File: src/shared/fic_params.svh
`ifndef FIC_PARAMS_SVH
`define FIC_PARAMS_SVH
// Register byte offsets
`define FIC_OFF_MASKED 12'h100
`define FIC_OFF_RAW 12'h104
`define FIC_OFF_EN_SET 12'h108
`define FIC_OFF_EN_CLR 12'h10C
`define FIC_OFF_TRIG 12'h180
`define FIC_OFF_POL 12'h184
`define FIC_OFF_EDGE_CLR 12'h188
`define FIC_OFF_EVT_STAT 12'h190
`define FIC_OFF_EVT_MASK 12'h194
// Reset values
`define FIC_RST_EN 2'h0
`define FIC_RST_TRIG 2'h0
`define FIC_RST_POL 2'h3
`define FIC_RST_EVT 2'h0
`endif

File: src/shared/fic_pkg.sv
package fic_pkg;
  // APB request bundle
  typedef struct packed {
    logic psel;
    logic penable;
    logic pwrite;
    logic [11:0] paddr;
    logic [31:0] pwdata;
  } fic_apb_req_t;
endpackage : fic_pkg

File: src/rtl/fic_top.sv
`timescale 1ns/1ps
`include "fic_params.svh"
module fic_top #(
  parameter int NSRC = 2
) (
  input wire logic sys_clk, // System clock 100 MHz
  input wire logic rst_n, // Async reset, active low
  input wire fic_pkg::fic_apb_req_t apb_req, // APB request
  output logic pready, // APB ready
  output logic pslverr, // APB error
  output logic [31:0] prdata, // APB read data
  input wire logic [NSRC-1:0] src_req, // Raw request inputs
  output logic fast_interrupt_line, // Fast request to core
  output logic evt_irq // Event interrupt output
);
  // Only two sources fit the register layout; refuse others at elaboration
  if (NSRC != 2) begin : g_nsrc_bad
    $error("fic_top supports NSRC of 2 only");
  end

  logic [NSRC-1:0] sync1_r; // First sync stage
  logic [NSRC-1:0] sync2_r; // Second sync stage
  logic [NSRC-1:0] prev_r; // Previous sample for edges
  logic [NSRC-1:0] en_r; // Enable bits
  logic [NSRC-1:0] trig_r; // Trigger type, 1 edge
  logic [NSRC-1:0] pol_r; // Polarity, 1 high/rising
  logic [NSRC-1:0] edge_lat_r; // Latched edge requests
  logic [NSRC-1:0] evt_stat_r; // Sticky event status
  logic [NSRC-1:0] evt_mask_r; // Event mask
  logic [NSRC-1:0] act; // Request at active polarity
  logic [NSRC-1:0] act_prev; // Previous active level
  logic [NSRC-1:0] edge_hit; // Active edge this cycle
  logic [NSRC-1:0] raw; // Raw status
  logic [NSRC-1:0] masked; // Masked status
  logic [NSRC-1:0] rise_raw; // Raw status newly set
  logic [NSRC-1:0] raw_prev_r; // Raw one cycle ago
  logic wr_acc; // Write access phase
  logic rd_acc; // Read access phase
  logic [11:0] addr; // Byte address

  assign addr = apb_req.paddr;
  assign wr_acc = apb_req.psel && apb_req.penable && apb_req.pwrite;
  assign rd_acc = apb_req.psel && apb_req.penable && !apb_req.pwrite;

  // Two-flop synchroniser; first stage read only by the second
  always_ff @(posedge sys_clk or negedge rst_n) begin
    if (!rst_n) begin
      sync1_r <= 2'h0;
      sync2_r <= 2'h0;
      prev_r <= 2'h0;
    end else begin
      sync1_r <= src_req;
      sync2_r <= sync1_r;
      prev_r <= sync2_r;
    end
  end

  // Polarity folds low/falling into high/rising
  assign act = ~(sync2_r ^ pol_r);
  assign act_prev = ~(prev_r ^ pol_r);
  // Edge from successive samples; both use today's polarity, so a polarity write fakes none
  assign edge_hit = act & ~act_prev;

  // Edge latch; a new edge wins over a clear in the same cycle
  always_ff @(posedge sys_clk or negedge rst_n) begin
    if (!rst_n) begin
      edge_lat_r <= 2'h0;
    end else begin
      for (int i = 0; i < NSRC; i++) begin
        if (trig_r[i] && edge_hit[i]) begin
          edge_lat_r[i] <= 1'b1;
        end else if (wr_acc && addr == `FIC_OFF_EDGE_CLR && apb_req.pwdata[i]) begin
          edge_lat_r[i] <= 1'b0;
        end else if (!trig_r[i]) begin
          edge_lat_r[i] <= 1'b0; // Level mode keeps no latch
        end
      end
    end
  end

  // Raw follows level in level mode, latch in edge mode
  assign raw = (trig_r & edge_lat_r) | (~trig_r & act);
  assign masked = raw & en_r;
  assign fast_interrupt_line = |masked;

  // Enable set and clear; set is tested first, but the two offsets never meet in one write
  always_ff @(posedge sys_clk or negedge rst_n) begin
    if (!rst_n) begin
      en_r <= `FIC_RST_EN;
    end else if (wr_acc && addr == `FIC_OFF_EN_SET) begin
      en_r <= en_r | apb_req.pwdata[NSRC-1:0];
    end else if (wr_acc && addr == `FIC_OFF_EN_CLR) begin
      en_r <= en_r & ~apb_req.pwdata[NSRC-1:0];
    end
  end

  // Trigger type and polarity configuration
  always_ff @(posedge sys_clk or negedge rst_n) begin
    if (!rst_n) begin
      trig_r <= `FIC_RST_TRIG;
      pol_r <= `FIC_RST_POL;
    end else begin
      if (wr_acc && addr == `FIC_OFF_TRIG) begin
        trig_r <= apb_req.pwdata[NSRC-1:0];
      end
      if (wr_acc && addr == `FIC_OFF_POL) begin
        pol_r <= apb_req.pwdata[NSRC-1:0];
      end
    end
  end

  // Event status: sets on raw rising, read clears, set wins
  assign rise_raw = raw & ~raw_prev_r;
  always_ff @(posedge sys_clk or negedge rst_n) begin
    if (!rst_n) begin
      raw_prev_r <= 2'h0;
      evt_stat_r <= `FIC_RST_EVT;
      evt_mask_r <= `FIC_RST_EVT;
    end else begin
      raw_prev_r <= raw;
      if (rd_acc && addr == `FIC_OFF_EVT_STAT) begin
        // Clear only what the setup edge captured; later sets survive
        evt_stat_r <= (evt_stat_r & ~prdata[NSRC-1:0]) | rise_raw;
      end else begin
        evt_stat_r <= evt_stat_r | rise_raw;
      end
      if (wr_acc && addr == `FIC_OFF_EVT_MASK) begin
        evt_mask_r <= apb_req.pwdata[NSRC-1:0];
      end
    end
  end
  assign evt_irq = |(evt_stat_r & evt_mask_r);

  // Zero-wait slave; unmapped reads give zero and an error
  assign pready = 1'b1;
  always_comb begin
    pslverr = 1'b0;
    case (addr)
      `FIC_OFF_MASKED, `FIC_OFF_RAW, `FIC_OFF_EN_SET, `FIC_OFF_EN_CLR,
      `FIC_OFF_TRIG, `FIC_OFF_POL, `FIC_OFF_EDGE_CLR,
      `FIC_OFF_EVT_STAT, `FIC_OFF_EVT_MASK: pslverr = 1'b0;
      default: pslverr = apb_req.psel && apb_req.penable;
    endcase
  end

  // Read data registered at the setup phase for the access edge
  always_ff @(posedge sys_clk or negedge rst_n) begin
    if (!rst_n) begin
      prdata <= 32'h0000_0000;
    end else if (apb_req.psel && !apb_req.penable && !apb_req.pwrite) begin
      case (addr)
        `FIC_OFF_MASKED: prdata <= {30'h0, masked};
        `FIC_OFF_RAW: prdata <= {30'h0, raw};
        `FIC_OFF_EN_SET: prdata <= {30'h0, en_r};
        `FIC_OFF_TRIG: prdata <= {30'h0, trig_r};
        `FIC_OFF_POL: prdata <= {30'h0, pol_r};
        `FIC_OFF_EVT_STAT: prdata <= {30'h0, evt_stat_r};
        `FIC_OFF_EVT_MASK: prdata <= {30'h0, evt_mask_r};
        default: prdata <= 32'h0000_0000;
      endcase
    end
  end

  // Checks; each names its own clock and reset, as the reset-value check
  // must look inside reset, where a shared default disable would hide it

  // Read data is captured on the setup edge, so in the access phase it
  // equals what raw AND enable were one edge back
  masked_and_a: assert property (@(posedge sys_clk) disable iff (!rst_n)
    rd_acc && addr == `FIC_OFF_MASKED |-> prdata[1:0] == $past(raw & en_r))
    else $error("masked status read wrong");

  // Line checked against source terms built from enables, mode, polarity, synchronised pins and latches
  line_any_a: assert property (@(posedge sys_clk) disable iff (!rst_n)
    fast_interrupt_line == (
      (en_r[0] && !trig_r[0] && sync2_r[0] == pol_r[0]) ||
      (en_r[0] && trig_r[0] && edge_lat_r[0]) ||
      (en_r[1] && !trig_r[1] && sync2_r[1] == pol_r[1]) ||
      (en_r[1] && trig_r[1] && edge_lat_r[1])))
    else $error("line does not follow enabled sources");

  // A raw bit falling takes its masked bit down in the same cycle
  raw_clr_a: assert property (@(posedge sys_clk) disable iff (!rst_n)
    $fell(raw[0]) |-> !masked[0])
    else $error("masked bit 0 stuck");

  // Same for the second source
  raw_clr1_a: assert property (@(posedge sys_clk) disable iff (!rst_n)
    $fell(raw[1]) |-> !masked[1])
    else $error("masked bit 1 stuck");

  // Level mode: raw tracks the synchronised pin at the chosen polarity
  level_follow_a: assert property (@(posedge sys_clk) disable iff (!rst_n)
    !trig_r[0] |-> raw[0] == (sync2_r[0] == pol_r[0]))
    else $error("level source not followed");

  // Edge mode: a latch holds until software clears it
  edge_hold_a: assert property (@(posedge sys_clk) disable iff (!rst_n)
    trig_r[0] && edge_lat_r[0] && !wr_acc |=> edge_lat_r[0])
    else $error("edge latch lost");

  // An active edge in edge mode always latches
  edge_set_a: assert property (@(posedge sys_clk) disable iff (!rst_n)
    trig_r[1] && edge_hit[1] |=> edge_lat_r[1])
    else $error("edge not latched");

  // Level mode keeps no latch, so raw cannot stick after a mode switch
  edge_idle_a: assert property (@(posedge sys_clk) disable iff (!rst_n)
    !trig_r[1] |=> !edge_lat_r[1])
    else $error("latch held in level mode");

  // A trigger-reset one clears the latch unless a new edge lands with it
  edge_clr_a: assert property (@(posedge sys_clk) disable iff (!rst_n)
    wr_acc && addr == `FIC_OFF_EDGE_CLR && apb_req.pwdata[1] && trig_r[1] && !edge_hit[1]
    |=> !edge_lat_r[1])
    else $error("edge clear failed");

  // Polarity zero in edge mode catches a falling pin
  pol_fall_a: assert property (@(posedge sys_clk) disable iff (!rst_n)
    trig_r[0] && !pol_r[0] && $fell(sync2_r[0]) |-> edge_hit[0])
    else $error("falling edge missed");

  // A write of ones sets those enables
  en_set_a: assert property (@(posedge sys_clk) disable iff (!rst_n)
    wr_acc && addr == `FIC_OFF_EN_SET |=>
    (en_r & $past(apb_req.pwdata[1:0])) == $past(apb_req.pwdata[1:0]))
    else $error("enable set");

  // A clear write of ones masks those sources
  en_clr_a: assert property (@(posedge sys_clk) disable iff (!rst_n)
    wr_acc && addr == `FIC_OFF_EN_CLR |=> (en_r & $past(apb_req.pwdata[1:0])) == 2'h0)
    else $error("enable clear");

  // Enables move only on a write to one of their two registers
  en_keep_a: assert property (@(posedge sys_clk) disable iff (!rst_n)
    !(wr_acc && (addr == `FIC_OFF_EN_SET || addr == `FIC_OFF_EN_CLR)) |=> $stable(en_r))
    else $error("enables changed without a write");

  // Configuration and enables right after a reset edge
  rst_val_a: assert property (@(posedge sys_clk)
    !rst_n |=> en_r == `FIC_RST_EN && trig_r == `FIC_RST_TRIG && pol_r == `FIC_RST_POL)
    else $error("reset values wrong");

  // Enables read back as they stand
  rd_en_a: assert property (@(posedge sys_clk) disable iff (!rst_n)
    rd_acc && addr == `FIC_OFF_EN_SET |-> prdata[1:0] == $past(en_r))
    else $error("enable read wrong");

  // Raw status reads back whatever the enables say, as raw ignores them
  rd_raw_a: assert property (@(posedge sys_clk) disable iff (!rst_n)
    rd_acc && addr == `FIC_OFF_RAW |-> prdata[1:0] == $past(raw))
    else $error("raw status read wrong");

  // Trigger type reads back
  rd_trig_a: assert property (@(posedge sys_clk) disable iff (!rst_n)
    rd_acc && addr == `FIC_OFF_TRIG |-> prdata[1:0] == $past(trig_r))
    else $error("trigger type read wrong");

  // Polarity reads back
  rd_pol_a: assert property (@(posedge sys_clk) disable iff (!rst_n)
    rd_acc && addr == `FIC_OFF_POL |-> prdata[1:0] == $past(pol_r))
    else $error("polarity read wrong");

  // Write-only registers read as zero
  rd_wo_a: assert property (@(posedge sys_clk) disable iff (!rst_n)
    rd_acc && (addr == `FIC_OFF_EN_CLR || addr == `FIC_OFF_EDGE_CLR)
    |-> prdata == 32'h0000_0000)
    else $error("write-only register read nonzero");

  // Unused upper bits always read as zero
  rd_upper_a: assert property (@(posedge sys_clk) disable iff (!rst_n)
    rd_acc |-> prdata[31:2] == 30'h0)
    else $error("upper read bits nonzero");

  // Trigger-type write lands on the access edge
  trig_wr_a: assert property (@(posedge sys_clk) disable iff (!rst_n)
    wr_acc && addr == `FIC_OFF_TRIG |=> trig_r == $past(apb_req.pwdata[1:0]))
    else $error("trigger type write lost");

  // Polarity write lands on the access edge
  pol_wr_a: assert property (@(posedge sys_clk) disable iff (!rst_n)
    wr_acc && addr == `FIC_OFF_POL |=> pol_r == $past(apb_req.pwdata[1:0]))
    else $error("polarity write lost");

  // A raw rising reaches the event status, even during its read
  evt_set_a: assert property (@(posedge sys_clk) disable iff (!rst_n)
    rise_raw[0] |=> evt_stat_r[0])
    else $error("event lost");

  // A read with no raw rising clears the bits that it reported
  evt_clr_a: assert property (@(posedge sys_clk) disable iff (!rst_n)
    rd_acc && addr == `FIC_OFF_EVT_STAT && rise_raw == 2'h0 |=>
    (evt_stat_r & $past(prdata[1:0])) == 2'h0)
    else $error("event read did not clear");

  // Error only in an access phase
  err_phase_a: assert property (@(posedge sys_clk) disable iff (!rst_n)
    !(apb_req.psel && apb_req.penable) |-> !pslverr)
    else $error("error outside access phase");

  // Requests reach the edge logic two edges after the pin
  sync_lat_a: assert property (@(posedge sys_clk) disable iff (!rst_n)
    sync2_r == $past(src_req, 2))
    else $error("sync latency");

  // Main scenarios
  edge_cov_c: cover property (@(posedge sys_clk) trig_r[0] && edge_hit[0]);
  line_cov_c: cover property (@(posedge sys_clk) $rose(fast_interrupt_line));
  evt_cov_c: cover property (@(posedge sys_clk) $rose(evt_irq));
  fall_cov_c: cover property (@(posedge sys_clk) trig_r[0] && !pol_r[0] && edge_hit[0]);
  clr_cov_c: cover property (@(posedge sys_clk)
    wr_acc && addr == `FIC_OFF_EDGE_CLR && (apb_req.pwdata[1:0] & edge_lat_r) != 2'h0);
endmodule : fic_top

File: config.mk
export PLATFORM = sky130hd
export DESIGN_NAME = fic_top
export DESIGN_NICKNAME = d
export VERILOG_FILES = /design/src/shared/fic_pkg.sv /design/src/rtl/fic_top.sv
export VERILOG_INCLUDE_DIRS = /design/src /design/src/shared
export SDC_FILE = /design/constraint.sdc
export NUM_CORES = 1
export LEC_CHECK = 0
export BUFFER_PORTS_ARGS = -buffer_cell sky130_fd_sc_hd__buf_2
export CAP_MARGIN = 20
export CORE_MARGIN = 2
export CORE_UTILIZATION = 43
export DETAILED_ROUTE_END_ITERATION = 8
export GPL_TIMING_DRIVEN = 0
export HOLD_SLACK_MARGIN = 0.08
export PLACE_DENSITY = 0.79
export SYNTH_ARGS = -nofsm -noshare
export SYNTH_HDL_FRONTEND = slang
export SYNTH_SLANG_ARGS = --single-unit
File: constraint.sdc
create_clock -name sys_clk -period 2 [get_ports sys_clk]
set_clock_uncertainty 0.1 [all_clocks]
set_input_delay 0.3 -clock sys_clk [delete_from_list [all_inputs] [get_ports sys_clk]]
set_output_delay 0.3 -clock sys_clk [all_outputs]
set_load 0.005 [all_outputs]
Yosys cells after proc, flatten, opt, wreduce, memory -nomap -nowiden --
Index checks and enable logic that the tools add are counted.
Cells by class: reduce and logical (&&, ||, !) cells 22, $lt $le $gt $ge 0, multiply operators 0, equal/unequal tests 11, muxes and demuxes 11, divide/modulo/power cells 0, bitwise gates (word level) 21, shift-type cells 0, add/subtract/negate cells 0
Operators with widths (number):
- 12-bit by 9-bit == test with 1-bit output, second input constant | 9
- 2-bit bitwise AND | 8
- 1-bit logical AND | 16
- 2-bit inverter | 7
- 2-bit case mux with 7 select lines | 1
- 9-bit OR reduction | 1
- 2-bit bitwise OR | 4
- 1-bit 2-to-1 mux | 7
- 2-bit 2-to-1 mux | 3
- 3-bit by 1-bit inequality test with 1-bit output, second input constant | 2
- 2-bit OR reduction | 2
- 2-bit XOR | 2
- 1-bit logical NOT | 2
- 2-bit nonzero test | 1
Storage, ports and cells: input port bits 51, register bits 52, bits in read-only memories 0, bits in latches 0, memories kept 0, logic and storage cells 77, bits in writable memories 0

Depth between registers and ports, before layout --
depth after elaboration 7, depth in mapped cells 5, gate-level depth less buffers 4

Worst setup path before layout --
Ideal clock, no wire load.
path kind input to register, start point in apb_req[37] (netlist bit), end point reg trig_r[0], buffers on the path 0, required time 1.775 ns, stages on the path 4, data arrival time 1.406 ns, path slack 0.369 ns, path through nor4b_4 > and3_2 > and3b_2 > mux2_2
On the way: longest elaborated chain between the ends 2
Ends and longest elaborated chain:
- start: declaration | RTL line fic_top.sv:8 | input wire fic_pkg::fic_apb_req_t apb_req,
- 12-bit by 9-bit == test with 1-bit output
- 1-bit logical AND (no source line)
- end signal: assignment | RTL line fic_top.sv:100 | trig_r <= `FIC_RST_TRIG;
- end signal: assignment | RTL line fic_top.sv:104 | trig_r <= apb_req.pwdata[NSRC-1:0];
- end: declaration | RTL line fic_top.sv:25 | logic [NSRC-1:0] trig_r;
Every way passes these cells. A chain may end at the register's enable or synchronous reset.

Worst setup path in the final report --
start point reg pol_r[0], end point out fast_interrupt_line
On the way: longest elaborated chain between the ends 6
Ends and longest elaborated chain:
- start: declaration | RTL line fic_top.sv:26 | logic [NSRC-1:0] pol_r;
- start signal: assignment | RTL line fic_top.sv:101 | pol_r <= `FIC_RST_POL;
- start signal: assignment | RTL line fic_top.sv:107 | pol_r <= apb_req.pwdata[NSRC-1:0];
- 2-bit XOR | RTL line fic_top.sv:59 | assign act = ~(sync2_r ^ pol_r);
- 2-bit inverter | RTL line fic_top.sv:59
- 2-bit bitwise AND | RTL line fic_top.sv:82 | assign raw = (trig_r & edge_lat_r) | (~trig_r & act);
- 2-bit bitwise OR | RTL line fic_top.sv:82
- net raw[0] | RTL line fic_top.sv:33 | logic [NSRC-1:0] raw;
- 2-bit bitwise AND | RTL line fic_top.sv:83 | assign masked = raw & en_r;
- 2-bit OR reduction | RTL line fic_top.sv:84 | assign fast_interrupt_line = |masked;
- end: declaration | RTL line fic_top.sv:13 | output logic fast_interrupt_line,
The timed path passes the listed nets, and every way through them passes these cells.

==> summary.txt <==
Worst R2R Path Depth: 4
root buf cell: clkbuf_4
part of the power in registers: 56.4%
combinational share of power: 19.1%
DR vias: 1165
TritonCTS Buffers: 3
Reg clk slew, reported paths: 110 ps
starting density of the core: 44.10%
clk_lat worst skew: 310 ps
clk sinks: 22
Hold Crit Start: apb_req[1]
synthesized area: 0.001460 mm^2
final cycle utilization of the critical path: 95.84%
critical path class: reg -> out
ant diodes: 0
CTS tree: built
FP Rows: 21
Worst Path Required: 1600 ps
switching share of total power: 24.89%
area delta synth->final: 25.02%
hold depth: 2
Die ar.: 0.003878 mm^2
Critical Path Source Type: register
Pwr Density: 445.0 mW/mm^2
first-pass GRT wire length: 4767 um
Post-synth top flop: dfrtp_1
Hold Crit Class: in -> reg
Yosys top cell by area: dfrtp_1
detailed placement HPWL: 2192 um
# nets final: 258
Max FO, Critical Path: 5
Worst Setup EP: fast_interrupt_line
DRT Pass-1 Iters: 4
total global routing overflow: 0
Setup TNS Final: 0 ps
final setup fails: 0
GRT Overall Usage: 15.07%
ANT nets after route: 0
Die X: 62.27 um
Static Leak: 0.0009619 uW
Synth cell types: 38
Reg-to-Reg Start: trig_r[1]
Tmin final: 1917 ps
Port Buffers: 24
Reg-to-Reg End: prdata[1]
grt met2 use: 26.36%
number of synthesized flops with an enable pin: 0
top-area cell type share of the netlist area: 34.28%
H-Tree Level Count: 1
share of total power in the clock network: 24.5%
grt peak-use layer: met2
Worst Path Arrival: 1520 ps
fmax: 521.7 MHz
largest net degree at the start of global routing: 23
Area contributors post-synth: dfrtp_1, buf_4, dfstp_2, nor4b_4, mux2_2
asr flop ratio synth: 100.0%
Internal: 610.2 uW
Die H: 62.27 um
Routed WL per cell: 11.02 um
initial antenna violation count: 0
Core ar.: 0.003311 mm^2
DR vias/cell: 4.623
vias in the first global route: 1123
synth warn: 0
DRT iter0 DRCs: 28
final-report hold violation count: 0
max_cap viols: 0
clock buffer depth: 2
utilization after layout: 55.14%
syn_area_per_cell: 10.07 um^2
status: completed
max-slew violation count: 0
Seq/Total Area, Yosys: 37.87%
Worst Setup SP: pol_r[0]
Worst Setup End Kind: output port
Routability Congestion: 0.8595
Mapped Cells: 145
reg2reg setup slack: 470 ps
DRT Wirelength: 2776 um
layout cells sized above 1: 40.29%
met3 Track Usage GR: 3.623%
sw power: 202.2 uW
Worst VDD drop: 0.0003390 V
I/O pins: 87
DRC viols: 0
met1 Use GR: 18.21%
RSZ-0062 raised after global routing: false
Synth Register Bits: 22
==> sequential cells by signal, indices dropped and copies added (netlist names), named ones only <==
signal,cells
edge_lat_r,2
evt_mask_r,2
evt_stat_r,2
pol_r,2
prdata,2
prev_r,2
raw_prev_r,2
sync1_r,2
sync2_r,2
trig_r,2
==> how the worst min path moves through the flow <==
stage / slack [ps] / end
floorplan: -100 / async pin
global placement: 180 / evt_stat_r[1]
detailed placement: 180 / evt_stat_r[0]
CTS: 200 / evt_mask_r[1]
global route: 180 / evt_mask_r[1]
finish: 200 / evt_mask_r[1]
==> per-stage QoR <==
step,setup WS [ps],total power (uW),cells,area (um^2),hold WS [ps]
6_report,83.30,812.4,252,1826,203.1
5_1_grt,6.667,862.4,252,1826,184.6
4_1_cts,4.307,818.1,251,1803,196.3
3_5_place_dp,126.9,610.9,244,1747,182.4
3_3_place_gp,155.6,609.0,244,1747,180.1
2_1_floorplan,369.0,561.2,174,1569,-95.59
==> synth_stat cells (2+ instances only) <==
cell type / instances
nor4b_1: 2
conb_1: 2
a21oi_1: 4
o211ai_1: 2
dfstp_2: 2
mux2_2: 4
xor2_1: 2
o31ai_1: 2
and4_2: 2
nand2_1: 9
a21boi_0: 2
dfrtp_1: 20
nand3_1: 6
nor4b_4: 2
inv_1: 7
mux2i_1: 4
and3_1: 4
o21ai_0: 4
mux2_4: 2
a22o_1: 4
buf_4: 33
nor2_1: 10
==> power groups by stage <==
stage | Clock [uW] | Sequential [uW] | Combinational, uW
detailed placement | 0 | 466 | 144
global placement | 0 | 466 | 143
finish | 199 | 458 | 155
CTS | 211 | 458 | 149
global route | 230 | 460 | 172
floorplan | 0 | 465 | 95.8
==> cells by family (layout without fill, tap and decap cells) <==
family | count (synthesis) | count (layout) | synth area share, %
AO/OA/AOI/OAI | 22 | 22 | 10.62
XOR/XNOR | 2 | 2 | 1.200
buffers and inverters | 40 | 72 | 18.77
flip-flops | 22 | 22 | 37.87
multiplexers | 11 | 11 | 9.426
other | 2 | 31 | 0.5143
AND/OR/NAND/NOR | 46 | 46 | 21.60
==> placed cells by master, fill, tap and decap left out, types with 3 or more instances in the layout <==
master         instances
a21oi_1                4
a22o_1                 4
and3_1                 4
buf_2                 24
buf_4                 34
clkbuf_4               3
conb_1                31
dfrtp_1               20
dlygate4sd3_1          3
inv_1                  7
mux2_2                 4
mux2i_1                4
nand2_1                9
nand3_1                6
nor2_1                10
==> what timing repair did <==
item | CTS | global route
resized for setup | 2 | 3
hold buffers | 3 | 0
hold endpoints to repair | 22 | 0
buffers inserted | 0 | 1
gates cloned | 0 | 0
pin swaps | 0 | 1
setup endpoints to repair | 1 | 1
==> critical path, stage by stage (launching register included) <==
cell and delay (ps):
dfstp_2 600, xor2_2 160, o21ai_2 100, a22o_1 230
buf_2 120
==> area by class of cell <==
type                       instances  area [um^2]
fill                             335         1485
multi-input combinational        112        757.0
sequential                        22        553.0
buffer                            33        247.7
timing repair buffer              28        157.7
tap                               46        57.56
clock buffer                       4        26.28
inverter                           7        26.28
==> layer usage <==
layer | vias to the layer above | wire [um]
met4 | 0 | 51
met5 | - | 0
met3 | 8 | 146
met1 | 555 | 1117
met2 | 28 | 1461
li1 | 574 | -
No activity file was read; power rests on OpenSTA's default activity.
